$ cat src/l1cm_pkg.sv
// constants and types of the l1 cache maintenance controller
package l1cm_pkg;
  localparam logic [11:0] OFS_IC_INV_ALL = 12'h000;
  localparam logic [11:0] OFS_IC_INV_ADDR = 12'h004;
  localparam logic [11:0] OFS_DC_INV_ADDR = 12'h008;
  localparam logic [11:0] OFS_DC_INV_SW = 12'h00c;
  localparam logic [11:0] OFS_DC_CLN_UNIF = 12'h010;
  localparam logic [11:0] OFS_DC_CLN_COH = 12'h014;
  localparam logic [11:0] OFS_DC_CLN_SW = 12'h018;
  localparam logic [11:0] OFS_DC_CI_ADDR = 12'h01c;
  localparam logic [11:0] OFS_DC_CI_SW = 12'h020;
  localparam logic [1:0] SIZE_WORD = 2'h2;
  localparam logic [1:0] PWR_OFF = 2'h0;
  localparam logic [1:0] PWR_RET = 2'h1;
  localparam logic [1:0] PWR_ON = 2'h2;
  localparam int SH_SHARED_BIT = 1;
  localparam int I_WAYS = 2;
  localparam int D_WAYS = 4;
  localparam int NUM_SETS = 1024;
  typedef enum logic [3:0] {
    op_none = 4'h0,
    icache_invalidate_all_op = 4'h1,
    icache_invalidate_by_addr_op = 4'h2,
    dcache_invalidate_by_addr_op = 4'h3,
    dcache_invalidate_setway_op = 4'h4,
    dcache_clean_addr_unif_op = 4'h5,
    dcache_clean_addr_coh_op = 4'h6,
    dcache_clean_setway_op = 4'h7,
    dcache_clean_inval_addr_op = 4'h8,
    dcache_clean_inval_setway_op = 4'h9
  } l1cm_op_t;
  typedef enum logic [0:0] {
    st_idle = 1'b0,
    st_op = 1'b1
  } l1cm_st_t;
endpackage

$ cat src/l1cm_if.sv
// links the controller with its sweep counter and operation decoder
`timescale 1ns/1ps
interface l1cm_if #(parameter int IDX_W = 10);
  import l1cm_pkg::*;
  logic start;
  logic skip;
  logic busy;
  logic done;
  logic [IDX_W-1:0] idx;
  logic [11:0] ofs;
  logic ns;
  l1cm_op_t op;
  logic hit;
  modport ctrl(output start, skip, ofs, ns, input busy, done, idx, op, hit);
  modport sweep(input start, skip, output busy, done, idx);
  modport dec(input ofs, ns, output op, hit);
endinterface

$ cat src/l1cm_decode.sv
// maps a store offset to a maintenance operation, with non-secure promotion
`timescale 1ns/1ps
module l1cm_decode #(
  parameter bit SEC_EXT = 1'b1
) (
  l1cm_if.dec bus // offset in, operation out
);
  import l1cm_pkg::*;
  always_comb begin
    bus.hit = 1'b1;
    case (bus.ofs)
      OFS_IC_INV_ALL: bus.op = icache_invalidate_all_op;
      OFS_IC_INV_ADDR: bus.op = icache_invalidate_by_addr_op;
      OFS_DC_INV_ADDR: begin
        if (SEC_EXT && bus.ns) bus.op = dcache_clean_inval_addr_op;
        else bus.op = dcache_invalidate_by_addr_op;
      end
      OFS_DC_INV_SW: begin
        if (SEC_EXT && bus.ns) bus.op = dcache_clean_inval_setway_op;
        else bus.op = dcache_invalidate_setway_op;
      end
      OFS_DC_CLN_UNIF: bus.op = dcache_clean_addr_unif_op;
      OFS_DC_CLN_COH: bus.op = dcache_clean_addr_coh_op;
      OFS_DC_CLN_SW: bus.op = dcache_clean_setway_op;
      OFS_DC_CI_ADDR: bus.op = dcache_clean_inval_addr_op;
      OFS_DC_CI_SW: bus.op = dcache_clean_inval_setway_op;
      default: begin
        bus.op = op_none;
        bus.hit = 1'b0;
      end
    endcase
  end
endmodule // l1cm_decode

$ cat src/l1cm_sweep.sv
// power-up invalidation index counter
`timescale 1ns/1ps
module l1cm_sweep #(
  parameter int SETS = l1cm_pkg::NUM_SETS,
  parameter int IDX_W = $clog2(SETS)
) (
  input wire logic clk, // core clock
  input wire logic resetn, // synchronous, active low
  l1cm_if.sweep bus // start, busy, done, index
);
  import l1cm_pkg::*;
  localparam logic [IDX_W-1:0] LAST = IDX_W'(SETS - 1);
  typedef struct packed {
    logic busy;
    logic done;
    logic [IDX_W-1:0] idx;
  } l1cm_sw_t;
  l1cm_sw_t s;
  l1cm_sw_t next_s;
  always_comb begin
    next_s = s;
    if (bus.start) begin
      next_s.busy = 1'b1;
      next_s.done = 1'b0;
      next_s.idx = '0;
    end else if (bus.skip) begin
      next_s.done = 1'b1;
    end else if (s.busy) begin
      if (s.idx == LAST) begin
        next_s.busy = 1'b0;
        next_s.done = 1'b1;
      end else begin
        next_s.idx = s.idx + 1'b1;
      end
    end
  end
  always_ff @(posedge clk) begin
    if (!resetn) s <= '0;
    else s <= next_s;
  end
  assign bus.busy = s.busy;
  assign bus.done = s.done;
  assign bus.idx = s.idx;
endmodule // l1cm_sweep

$ cat src/l1cm_ctrl.sv
// l1 cache maintenance and access gating controller
`timescale 1ns/1ps
module l1cm_ctrl #(
  parameter bit SEC_EXT = 1'b1, // security extension present
  parameter bit UNIFIED = 1'b0, // data side cache is a unified cache
  parameter int SETS = l1cm_pkg::NUM_SETS, // indexes to sweep
  parameter int IDX_W = $clog2(SETS)
) (
  input wire logic I_CLK, // core clock
  input wire logic I_RESETN, // synchronous reset, active low
  input wire logic I_AUTO_INV_DIS, // auto invalidate disable strap
  input wire logic I_CORE_PWR_ON, // core power domain on
  input wire logic [1:0] I_RAM_PWR, // ram power domain off, ret, on
  input wire logic I_MNT_VALID, // maintenance store valid
  input wire logic [11:0] I_MNT_OFS, // store offset in private space
  input wire logic [1:0] I_MNT_SIZE, // store size code
  input wire logic [31:0] I_MNT_WDATA, // address or set/way word
  input wire logic I_MNT_NS, // store issued from non-secure state
  output logic O_MNT_READY, // store may be taken
  output logic O_MNT_ERR, // store unmapped or not a word
  output logic O_OP_VALID, // operation to cache rams
  output l1cm_pkg::l1cm_op_t O_OP_CODE, // operation code
  output logic O_OP_ICACHE, // targets instruction cache
  output logic [31:0] O_OP_ARG, // operation argument
  input wire logic I_OP_DONE, // cache rams finished operation
  input wire logic I_DSB_REQ, // barrier wants completion
  input wire logic I_DSB_ABORT, // exception aborts barrier wait
  output logic O_DSB_STALL, // barrier waiting
  output logic O_DSB_DONE, // barrier complete
  input wire logic I_DC_EN, // data cache enable bit
  input wire logic I_IC_EN, // instruction cache enable bit
  input wire logic I_DC_ACT, // data cache active bit
  input wire logic I_IC_ACT, // instruction cache active bit
  input wire logic I_ACC_VALID, // data side access valid
  input wire logic I_ACC_FETCH, // access is fetch through unified cache
  input wire logic [1:0] I_ACC_SH, // region shareability field
  input wire logic I_ACC_INNER_C, // programmed inner cacheable
  output logic O_ACC_VALID, // attribute result valid
  output logic O_ACC_CACHEABLE, // access treated as cacheable
  output logic O_D_LOOKUP, // data cache may look up
  output logic O_D_ALLOC, // data cache may allocate
  output logic O_I_LOOKUP, // instruction cache may look up
  output logic O_I_ALLOC, // instruction cache may allocate
  output logic O_INV_VALID, // sweep invalidating this cycle
  output logic [IDX_W-1:0] O_INV_INDEX, // sweep index
  output logic [l1cm_pkg::I_WAYS-1:0] O_INV_I_WAYS, // instruction ways cleared
  output logic [l1cm_pkg::D_WAYS-1:0] O_INV_D_WAYS, // data ways cleared
  output logic O_INV_DONE // sweep done flag
);
  import l1cm_pkg::*;

  typedef struct packed {
    l1cm_st_t st;
    logic rdy;
    logic opv;
    l1cm_op_t op;
    logic op_i;
    logic [31:0] arg;
    logic err;
    logic dsb_wait;
    logic dsb_done;
    logic [1:0] pwr_q;
    logic boot;
    logic start;
    logic skip;
    logic d_lookup;
    logic d_alloc;
    logic i_lookup;
    logic i_alloc;
    logic acc_v;
    logic acc_c;
  } l1cm_ctl_t;

  l1cm_ctl_t s;
  l1cm_ctl_t next_s;
  logic take;
  logic is_i;
  logic busy_any;
  logic ram_on;
  logic use_ok;

  l1cm_if #(.IDX_W(IDX_W)) mif();

  l1cm_decode #(.SEC_EXT(SEC_EXT)) u_dec (
    .bus(mif.dec)
  );

  l1cm_sweep #(.SETS(SETS), .IDX_W(IDX_W)) u_sweep (
    .clk(I_CLK),
    .resetn(I_RESETN),
    .bus(mif.sweep)
  );

  assign mif.ofs = I_MNT_OFS;
  assign mif.ns = I_MNT_NS;
  assign mif.start = s.start;
  assign mif.skip = s.skip;

  assign take = I_MNT_VALID && s.rdy;
  assign is_i = (mif.op == icache_invalidate_all_op) || (mif.op == icache_invalidate_by_addr_op);
  assign ram_on = (I_RAM_PWR == PWR_ON);
  // caches usable only once no sweep is running, pending or being triggered this cycle
  assign use_ok = mif.done && !mif.busy && !s.start && !next_s.start && ram_on;
  // anything the barrier must wait for
  assign busy_any = s.boot || s.start || mif.busy || s.opv;

  always_comb begin
    next_s = s;
    next_s.err = 1'b0;
    next_s.dsb_done = 1'b0;
    next_s.start = 1'b0;
    next_s.skip = 1'b0;
    next_s.pwr_q = I_RAM_PWR;
    // sweep triggers
    if (s.boot) begin
      next_s.boot = 1'b0;
      if (I_AUTO_INV_DIS) next_s.skip = 1'b1;
      else next_s.start = 1'b1;
    end else if (ram_on && s.pwr_q == PWR_OFF && I_CORE_PWR_ON) begin
      next_s.start = 1'b1;
    end
    // maintenance requests
    case (s.st)
      st_idle: begin
        if (take) begin
          if (!mif.hit || I_MNT_SIZE != SIZE_WORD) begin
            next_s.err = 1'b1;
          end else if (!mif.done || s.start || mif.busy) begin
            next_s.op = s.op;
          end else if (is_i ? I_IC_ACT : I_DC_ACT) begin
            next_s.st = st_op;
            next_s.rdy = 1'b0;
            next_s.opv = 1'b1;
            next_s.op = mif.op;
            next_s.op_i = is_i;
            next_s.arg = I_MNT_WDATA;
          end
        end
      end
      st_op: begin
        if (I_OP_DONE) begin
          next_s.st = st_idle;
          next_s.rdy = 1'b1;
          next_s.opv = 1'b0;
        end
      end
      default: begin
        next_s.st = st_idle;
        next_s.rdy = 1'b1;
        next_s.opv = 1'b0;
      end
    endcase
    // barrier
    if (s.dsb_wait) begin
      if (I_DSB_ABORT) begin
        next_s.dsb_wait = 1'b0;
      end else if (!busy_any) begin
        next_s.dsb_wait = 1'b0;
        next_s.dsb_done = 1'b1;
      end
    end else if (I_DSB_REQ) begin
      next_s.dsb_wait = 1'b1;
    end
    // lookup and allocation gating
    next_s.d_lookup = use_ok && I_DC_ACT;
    next_s.d_alloc = use_ok && I_DC_ACT && I_DC_EN;
    next_s.i_lookup = use_ok && I_IC_ACT;
    next_s.i_alloc = use_ok && I_IC_ACT && I_IC_EN;
    // data side cacheability
    next_s.acc_v = I_ACC_VALID;
    if (UNIFIED && I_ACC_FETCH) begin
      next_s.acc_c = I_ACC_VALID && next_s.d_lookup && I_ACC_INNER_C;
    end else begin
      next_s.acc_c = I_ACC_VALID && next_s.d_lookup && I_ACC_INNER_C
        && !I_ACC_SH[SH_SHARED_BIT];
    end
  end

  always_ff @(posedge I_CLK) begin
    if (!I_RESETN) begin
      s <= '0;
      s.boot <= 1'b1;
      s.rdy <= 1'b1;
      s.op <= op_none;
      s.st <= st_idle;
    end else begin
      s <= next_s;
    end
  end

  assign O_MNT_READY = s.rdy;
  assign O_MNT_ERR = s.err;
  assign O_OP_VALID = s.opv;
  assign O_OP_CODE = s.op;
  assign O_OP_ICACHE = s.op_i;
  assign O_OP_ARG = s.arg;
  assign O_DSB_STALL = s.dsb_wait;
  assign O_DSB_DONE = s.dsb_done;
  assign O_ACC_VALID = s.acc_v;
  assign O_ACC_CACHEABLE = s.acc_c;
  assign O_D_LOOKUP = s.d_lookup;
  assign O_D_ALLOC = s.d_alloc;
  assign O_I_LOOKUP = s.i_lookup;
  assign O_I_ALLOC = s.i_alloc;
  assign O_INV_VALID = mif.busy;
  assign O_INV_INDEX = mif.idx;
  assign O_INV_I_WAYS = {I_WAYS{mif.busy}};
  assign O_INV_D_WAYS = {D_WAYS{mif.busy}};
  assign O_INV_DONE = mif.done;
endmodule // l1cm_ctrl

$ cat config.mk
export PLATFORM = sky130hd
export DESIGN_NAME = l1cm_ctrl
export DESIGN_NICKNAME = d
export VERILOG_FILES = /design/src/l1cm_pkg.sv /design/src/l1cm_if.sv /design/src/l1cm_decode.sv /design/src/l1cm_sweep.sv /design/src/l1cm_ctrl.sv
export SDC_FILE = /design/constraint.sdc
export NUM_CORES = 1
export LEC_CHECK = 0
export ABC_AREA = 1
export BUFFER_PORTS_ARGS = -buffer_cell sky130_fd_sc_hd__buf_2
export CAP_MARGIN = 15
export CORE_MARGIN = 3
export CORE_UTILIZATION = 45
export CTS_BUF_LIST = sky130_fd_sc_hd__clkbuf_4 sky130_fd_sc_hd__clkbuf_8
export CTS_CLUSTER_SIZE = 25
export DETAILED_ROUTE_END_ITERATION = 7
export GPL_TIMING_DRIVEN = 0
export PLACE_DENSITY = 0.76
export SYNTH_ARGS = -nofsm -noshare
export SYNTH_HDL_FRONTEND = slang
export SYNTH_SLANG_ARGS = --single-unit
$ cat constraint.sdc
create_clock -name I_CLK -period 1.6 [get_ports I_CLK]
set_clock_uncertainty 0.05 [all_clocks]
set_input_delay 0.08 -clock I_CLK [delete_from_list [all_inputs] [get_ports I_CLK]]
set_output_delay 0.08 -clock I_CLK [all_outputs]
set_load 0.005 [all_outputs]
==> reports/metrics.csv, run 1 <==
stage;metric;value;unit
detailed_routing;vias per cell;4.96;
placement;Place WS;-0.315;ns
job;Max-Cap Viols;0;
worst_setup_path;CP Launch Type;register;
pwr;Int Pwr;2.61;mW
worst_setup_path;CP required;1.78;ns
detailed_routing;First-pass DRT Iterations;5;
placement;PortBufs;129;
sta;achievable frequency;641;MHz
worst_setup_path;crit path max fanout;7;
worst_setup_path;crit path capture type;register;
pwr;Net Sw Frac;25.1;%
die;Ports;132;
die;Die X-Extent;91.3;um
global_routing;grt total ovfl;0;
hold_path;Hold Crit Class;input pin to register;
global_routing;Tot GR Track Use;23.9;%
yosys;Net Count, Synth;501;
sta;Final Slew Violations;0;
global_routing;pin count of the biggest net entering global routing;13;
global_routing;vias in the first global route;3577;
yosys;post-synth cell types;34;
yosys;Seq/Total Area, Yosys;40.4;%
die;# rows;30;
pwr;PwrDens;682;nW/um^2
die;die area;8340;um^2
clock_tree;H-tree levels;3;
sta;Hold Fails Final Rpt;0;
pwr;sequential share of power;48.1;%
status;run status;finished clean;
clock_tree;CTS tree;built;
worst_setup_path;worst reg-to-reg path cell count;9;
sta;Final Critical Period;1.56;ns
clock_tree;CTS sink count;66;
worst_setup_path;CP Launch Point;u_sweep.bus.idx[0];
clock_tree;worst skew pair latency;0.34;ns
detailed_routing;drc violations;0;
yosys;prevailing post-synth register cell;dfxtp_1;
detailed_routing;Total Wirelength;10400;um
hold_path;worst hold path startpoint;I_DC_ACT;
worst_setup_path;worst endpoint data arrival time;1.74;ns
worst_setup_path;reg-to-reg slack, setup;0.04;ns
final_layout;most frequent cells in the layout;128 x buf_2, 58 x dfxtp_1, 57 x buf_4;
pwr;total power;3.49;mW
yosys;YS warnings;0;
detailed_routing;via count;3697;
clock_tree;clock root buffer master;clkbuf_8;
hold_path;hold path cells;3;
sta;Rel. slew slack;53.3;%
die;Die Height;91.3;um
final_layout;Area Overhead vs Synth;56.2;%
sta;Tightest Pin Transition;0.698;ns
final_layout;n_diodes;0;
yosys;Syn Inst Count;434;
sta;Worst Slack Setup Final;0.0411;ns
sta;final period utilization;97.4;%
clock_tree;number of buffers created by CTS;9;
pwr;Gate power share;12.7;%
final_layout;FILL cells;540;
yosys;Post-Syn Area;3270;um^2
pwr;Psw;875;uW
worst_setup_path;Reg2Reg Launch Point;u_sweep.bus.idx[0];
final_layout;most common cell after layout, fill and taps aside;buf_2;
yosys;Mean Syn Cell Area;7.54;um^2
pwr;Leak;2.46;nW
die;CORE AREA;6910;um^2
final_layout;share of cells above drive strength 1;42.8;%
global_routing;initial antenna violation count;0;
yosys;Post-synth EDFFs;0;
clock_tree;Clock Tree Buf Depth;2;
yosys;Synth async-reset ratio;0;%
pwr;peak supply drop;0.684;mV
detailed_routing;1st-iter DRT viols;154;
clock_tree;clock-pin slew on the worst setup and hold paths;0.07;ns
die;initial core utilization;47.4;%
final_layout;Net count, final;711;
worst_setup_path;worst setup path class;register to register;
global_routing;first-pass GRT wire length;16400;um
placement;Final GP Congestion;0.861;
sta;RSZ-0062 raised after global routing;true;
pwr;clock network fraction of design power;39.2;%
detailed_routing;Final ANT Viol Nets;0;
placement;post-DP HPWL;6310;um
sta;Final Setup Violations;0;
yosys;Seq cells post-synth;66;
detailed_routing;per-cell routed wire length;14.0;um
==> power groups by stage <==
stage / combinational, mW / sequential (mW) / clock (mW)
detailed placement: 0.291 / 1.71 / 0
CTS: 0.411 / 1.68 / 1.38
global route: 0.479 / 1.68 / 1.44
floorplan: 0.149 / 1.71 / 0
global placement: 0.288 / 1.71 / 0
finish: 0.442 / 1.68 / 1.37
==> repair_timing <==
action	CTS	global route
gates resized for setup	23	41
endpoints found under the hold margin	45	0
buffers inserted	12	4
endpoints found under the setup margin	51	49
pin swaps	8	15
cloned	1	4
hold buffers	50	0
==> Yosys cell counts, types with 5 or more instances <==
cell type / n / area (um^2)
dfxtp_1: 66 / 1320
nand3_1: 58 / 290
a21oi_1: 56 / 280
buf_4: 42 / 315
nand2_1: 42 / 158
inv_1: 38 / 143
o21ai_1: 32 / 160
nor2_1: 26 / 97.6
o21ai_0: 11 / 55.1
nor3_1: 10 / 50.1
buf_6: 8 / 90.1
nand4_1: 7 / 43.8
inv_2: 5 / 18.8
==> metrics by stage <==
stage | util, % | instances | area, um^2 | setup TNS, ns | hold slack, ns
floorplan | - | 434 | 3280 | 0 | 0.106
global placement | 58.6 | 659 | 4050 | -7.02 | 0.195
detailed placement | 58.6 | 659 | 4050 | -9.95 | 0.199
CTS | 71.3 | 738 | 4930 | 0 | 0.0284
global route | 74.1 | 745 | 5120 | -0.131 | 0.0638
finish | 74.1 | 745 | 5120 | 0 | 0.0640
==> layer usage <==
metal  track usage, %  routed length [um]
met1             27.8                4320
met2             43.1                5340
met3             4.89                 601
met4             8.92                 174
met5                0                   0
==> worst max-delay path: stages (launching register included) <==
cell and delay (ns):
dfxtp_2 0.34, ha_4 0.17, nand3_4 0.09, nor3_4 0.04
nand3_2 0.07, nand2_2 0.08, nor2_4 0.20, nand2_1 0.13
o21ai_0 0.21, a21oi_1 0.07
==> flip-flops by register name, indices dropped and copies added, names as in the netlist <==
register,flops
s,4
O_MNT_ERR,1
u_sweep.bus.idx,10
mif.skip,1
O_OP_ICACHE,1
mif.start,1
u_sweep.bus.busy,1
O_I_ALLOC,1
O_OP_CODE,4
O_ACC_CACHEABLE,1
O_OP_ARG,32
O_DSB_STALL,1
O_DSB_DONE,1
O_OP_VALID,1
O_ACC_VALID,1
O_D_LOOKUP,1
O_I_LOOKUP,1
O_MNT_READY,1
O_D_ALLOC,1
u_sweep.bus.done,1
==> kinds of logic (layout without fill, tap and decap cells) <==
group / after synthesis / after routing / synth area share [%]
DFF: 66 / 66 / 40.4
xor gates and xnor gates: 1 / 1 / 0.268
adders and majority gates: 1 / 1 / 0.382
and+or+nand+nor: 161 / 163 / 24.6
buffers and inverters: 104 / 317 / 18.8
AOI/OAI and AO/OA: 101 / 101 / 15.6
==> layout make-up <==
| class | instances | area [um^2] | area share [%] |
|---|---|---|---|
| inverters | 43 | 165 | 3.23 |
| clock buffers | 10 | 131 | 2.57 |
| repair buffers | 197 | 1310 | 25.5 |
| clock inverters | 6 | 57.6 | 1.12 |
| multi-input cells | 266 | 1530 | 30.0 |
| well taps | 96 | 120 | 2.35 |
| flip-flops and latches | 66 | 1330 | 26.1 |
| plain buffers | 61 | 468 | 9.15 |
==> path summary, 6_finish.rpt <==
check                        to
max          u_sweep.bus.idx[4]
min                  O_D_LOOKUP
max reg2reg  u_sweep.bus.idx[4]
min reg2reg            mif.skip
Power figures use the tool's default switching activity.
==> inputs of run 2 (changes only) <==
CORE_UTILIZATION = 49   (was 45)
PLACE_DENSITY = 0.79   (was 0.76)
clock period = 1.7 ns   (was 1.6 ns; I/O delays follow)
==> reports/metrics.csv, run 2 (synthesis gave the netlist of run 1 again) <==
stage;metric;value;unit;change
global_routing;pin count of the biggest net entering global routing;13;;unchanged
die;Die X-Extent;87.7;um;-3.9%
worst_setup_path;worst reg-to-reg path cell count;9;;unchanged
global_routing;first-pass GRT wire length;14900;um;-9.2%
sta;Final Slew Violations;0;;unchanged
final_layout;max reg flops;32;;unchanged
die;initial core utilization;51.0;%;+3.6 points
final_layout;n_diodes;0;;unchanged
final_layout;most frequent cells in the layout;131 x buf_2, 62 x dfxtp_1, 55 x a21oi_1;;
placement;post-DP HPWL;6120;um;-3.0%
hold_path;Hold Crit Class;input pin to register;;
sta;final period utilization;96.3;%;-1.1 points
detailed_routing;met1 WL;3930;um;-9.0%
placement;PortBufs;129;;unchanged
sta;Tightest Pin Transition;0.510;ns;-0.188 ns
pwr;Leak;2.35;nW;-4.4%
final_layout;Net count, final;693;;-2.5%
worst_setup_path;CP Launch Type;register;;
job;Max-Cap Viols;0;;unchanged
detailed_routing;First-pass DRT Iterations;5;;unchanged
worst_setup_path;crit path max fanout;6;;-1
clock_tree;clock-pin slew on the worst setup and hold paths;0.07;ns;about the same
detailed_routing;1st-iter DRT viols;141;;-8.4%
worst_setup_path;worst setup path class;register to register;;
sta;setup TNS;0;ns;unchanged
clock_tree;number of buffers created by CTS;9;;unchanged
detailed_routing;per-cell routed wire length;13.6;um;-2.7%
die;# rows;29;;-3.3%
clock_tree;worst skew pair latency;0.34;ns;about the same
clock_tree;Clock Tree Buf Depth;2;;unchanged
global_routing;Tot GR Track Use;24.1;%;+0.20 points
sta;Final Setup Violations;0;;unchanged
sta;Rel. slew slack;65.9;%;+13 points
global_routing;grt total ovfl;0;;unchanged
clock_tree;CTS tree;built;;
global_routing;initial antenna violation count;0;;unchanged
placement;Final GP Congestion;0.907;;+5.4%
sta;RSZ-0062 raised after global routing;true;;
detailed_routing;uppermost routed layer;met4;;
placement;Placed Instances;640;;-2.9%
final_layout;most common cell after layout, fill and taps aside;buf_2;;
detailed_routing;Final ANT Viol Nets;0;;unchanged
hold_path;hold path cells;3;;unchanged
sta;achievable frequency;611;MHz;-4.8%
detailed_routing;Total Wirelength;9640;um;-7.5%
worst_setup_path;CP required;1.91;ns;+0.13 ns
status;run status;finished clean;;
clock_tree;H-tree levels;3;;unchanged
clock_tree;CTS sink count;66;;unchanged
detailed_routing;via count;3620;;-2.1%
final_layout;share of cells above drive strength 1;39.0;%;-3.8 points
detailed_routing;vias per cell;5.11;;+3.0%
sta;Final Critical Period;1.64;ns;+0.0789 ns
die;Ports;132;;unchanged
die;Die Height;87.7;um;-3.9%
detailed_routing;drc violations;0;;unchanged
clock_tree;clock root buffer master;clkbuf_8;;
die;CORE AREA;6420;um^2;-7.0%
detailed_routing;routed length on met2;4880;um;-8.6%
pwr;peak supply drop;0.444;mV;-35%
pwr;PwrDens;654;nW/um^2;-4.2%
worst_setup_path;crit path capture type;register;;
sta;Hold Fails Final Rpt;0;;unchanged
final_layout;Post-Layout Cell Count;708;;-5.0%
die;die area;7700;um^2;-7.6%
final_layout;Area Overhead vs Synth;47.0;%;
worst_setup_path;worst endpoint data arrival time;1.85;ns;+0.11 ns
detailed_routing;DR WL met3;645;um;+7.3%
global_routing;vias in the first global route;3537;;-1.1%
final_layout;FILL cells;453;;-16%
-- run 2: what timing repair did --
item,4_1_cts,5_1_grt
pin swaps,2,7
endpoints found under the setup margin,39,53
resized for setup,6,35
setup buffers,1,3
hold buffers,48,0
endpoints found under the hold margin,46,0
-- run 2: per-stage QoR --
step / cell area (um^2) / utilization (%) / total power [mW] / hold WS, ns / setup slack [ns]
final: 4810 / 75.0 / 3.15 / 0.0129 / 0.0621
after global routing: 4810 / 75.0 / 3.26 / 0.0330 / -0.0443
after floorplan: 3270 / - / 1.75 / 0.111 / 0.0524
after detailed placement: 4020 / 62.5 / 1.89 / 0.203 / -0.208
after CTS: 4710 / 73.4 / 3.15 / 0.0442 / 0.00729
after global placement: 4020 / 62.5 / 1.88 / 0.196 / -0.167
-- run 2: worst max-delay path, stage by stage (launching register included) --
cell and delay [ns]:
dfxtp_4 0.37, ha_4 0.15, nand3_4 0.09, nor3_4 0.21, nand3_2 0.11, nand2_2 0.10
nor2_4 0.06, buf_4 0.16, and3_1 0.15, nor3_1 0.12
-- run 2: path summary, 6_finish.rpt --
path | to | from | slack, ns
max | u_sweep.bus.idx[6] | u_sweep.bus.idx[1] | 0.06
min | O_D_LOOKUP | I_DC_ACT | 0.01
max reg2reg | u_sweep.bus.idx[6] | u_sweep.bus.idx[1] | 0.06
min reg2reg | mif.skip | s[8] | 0.40
-- run 2: power by group --
part	switching [mW]	leakage, nW	internal [mW]
registers	0.0179	0.536	1.56
logic	0.185	1.73	0.199
clock network	0.606	0.0885	0.578
total	0.808	2.35	2.34
-- run 2: final cells by class --
type	instances	area, um^2	share of cell area [%]
inverter	43	161	3.35
timing repair buffer	181	1160	24.0
tap	77	96.3	2.00
clock buffer	11	145	3.01
buffer	61	462	9.59
clock inverter	5	30.0	0.624
multi-input combinational	264	1430	29.8
sequential	66	1330	27.7
-- run 2: layer usage --
metal	vias up	track usage (%)
met5	-	0
met3	25	4.89
met1	1655	26.8
met2	141	44.9
li1	1799	-
met4	0	9.34
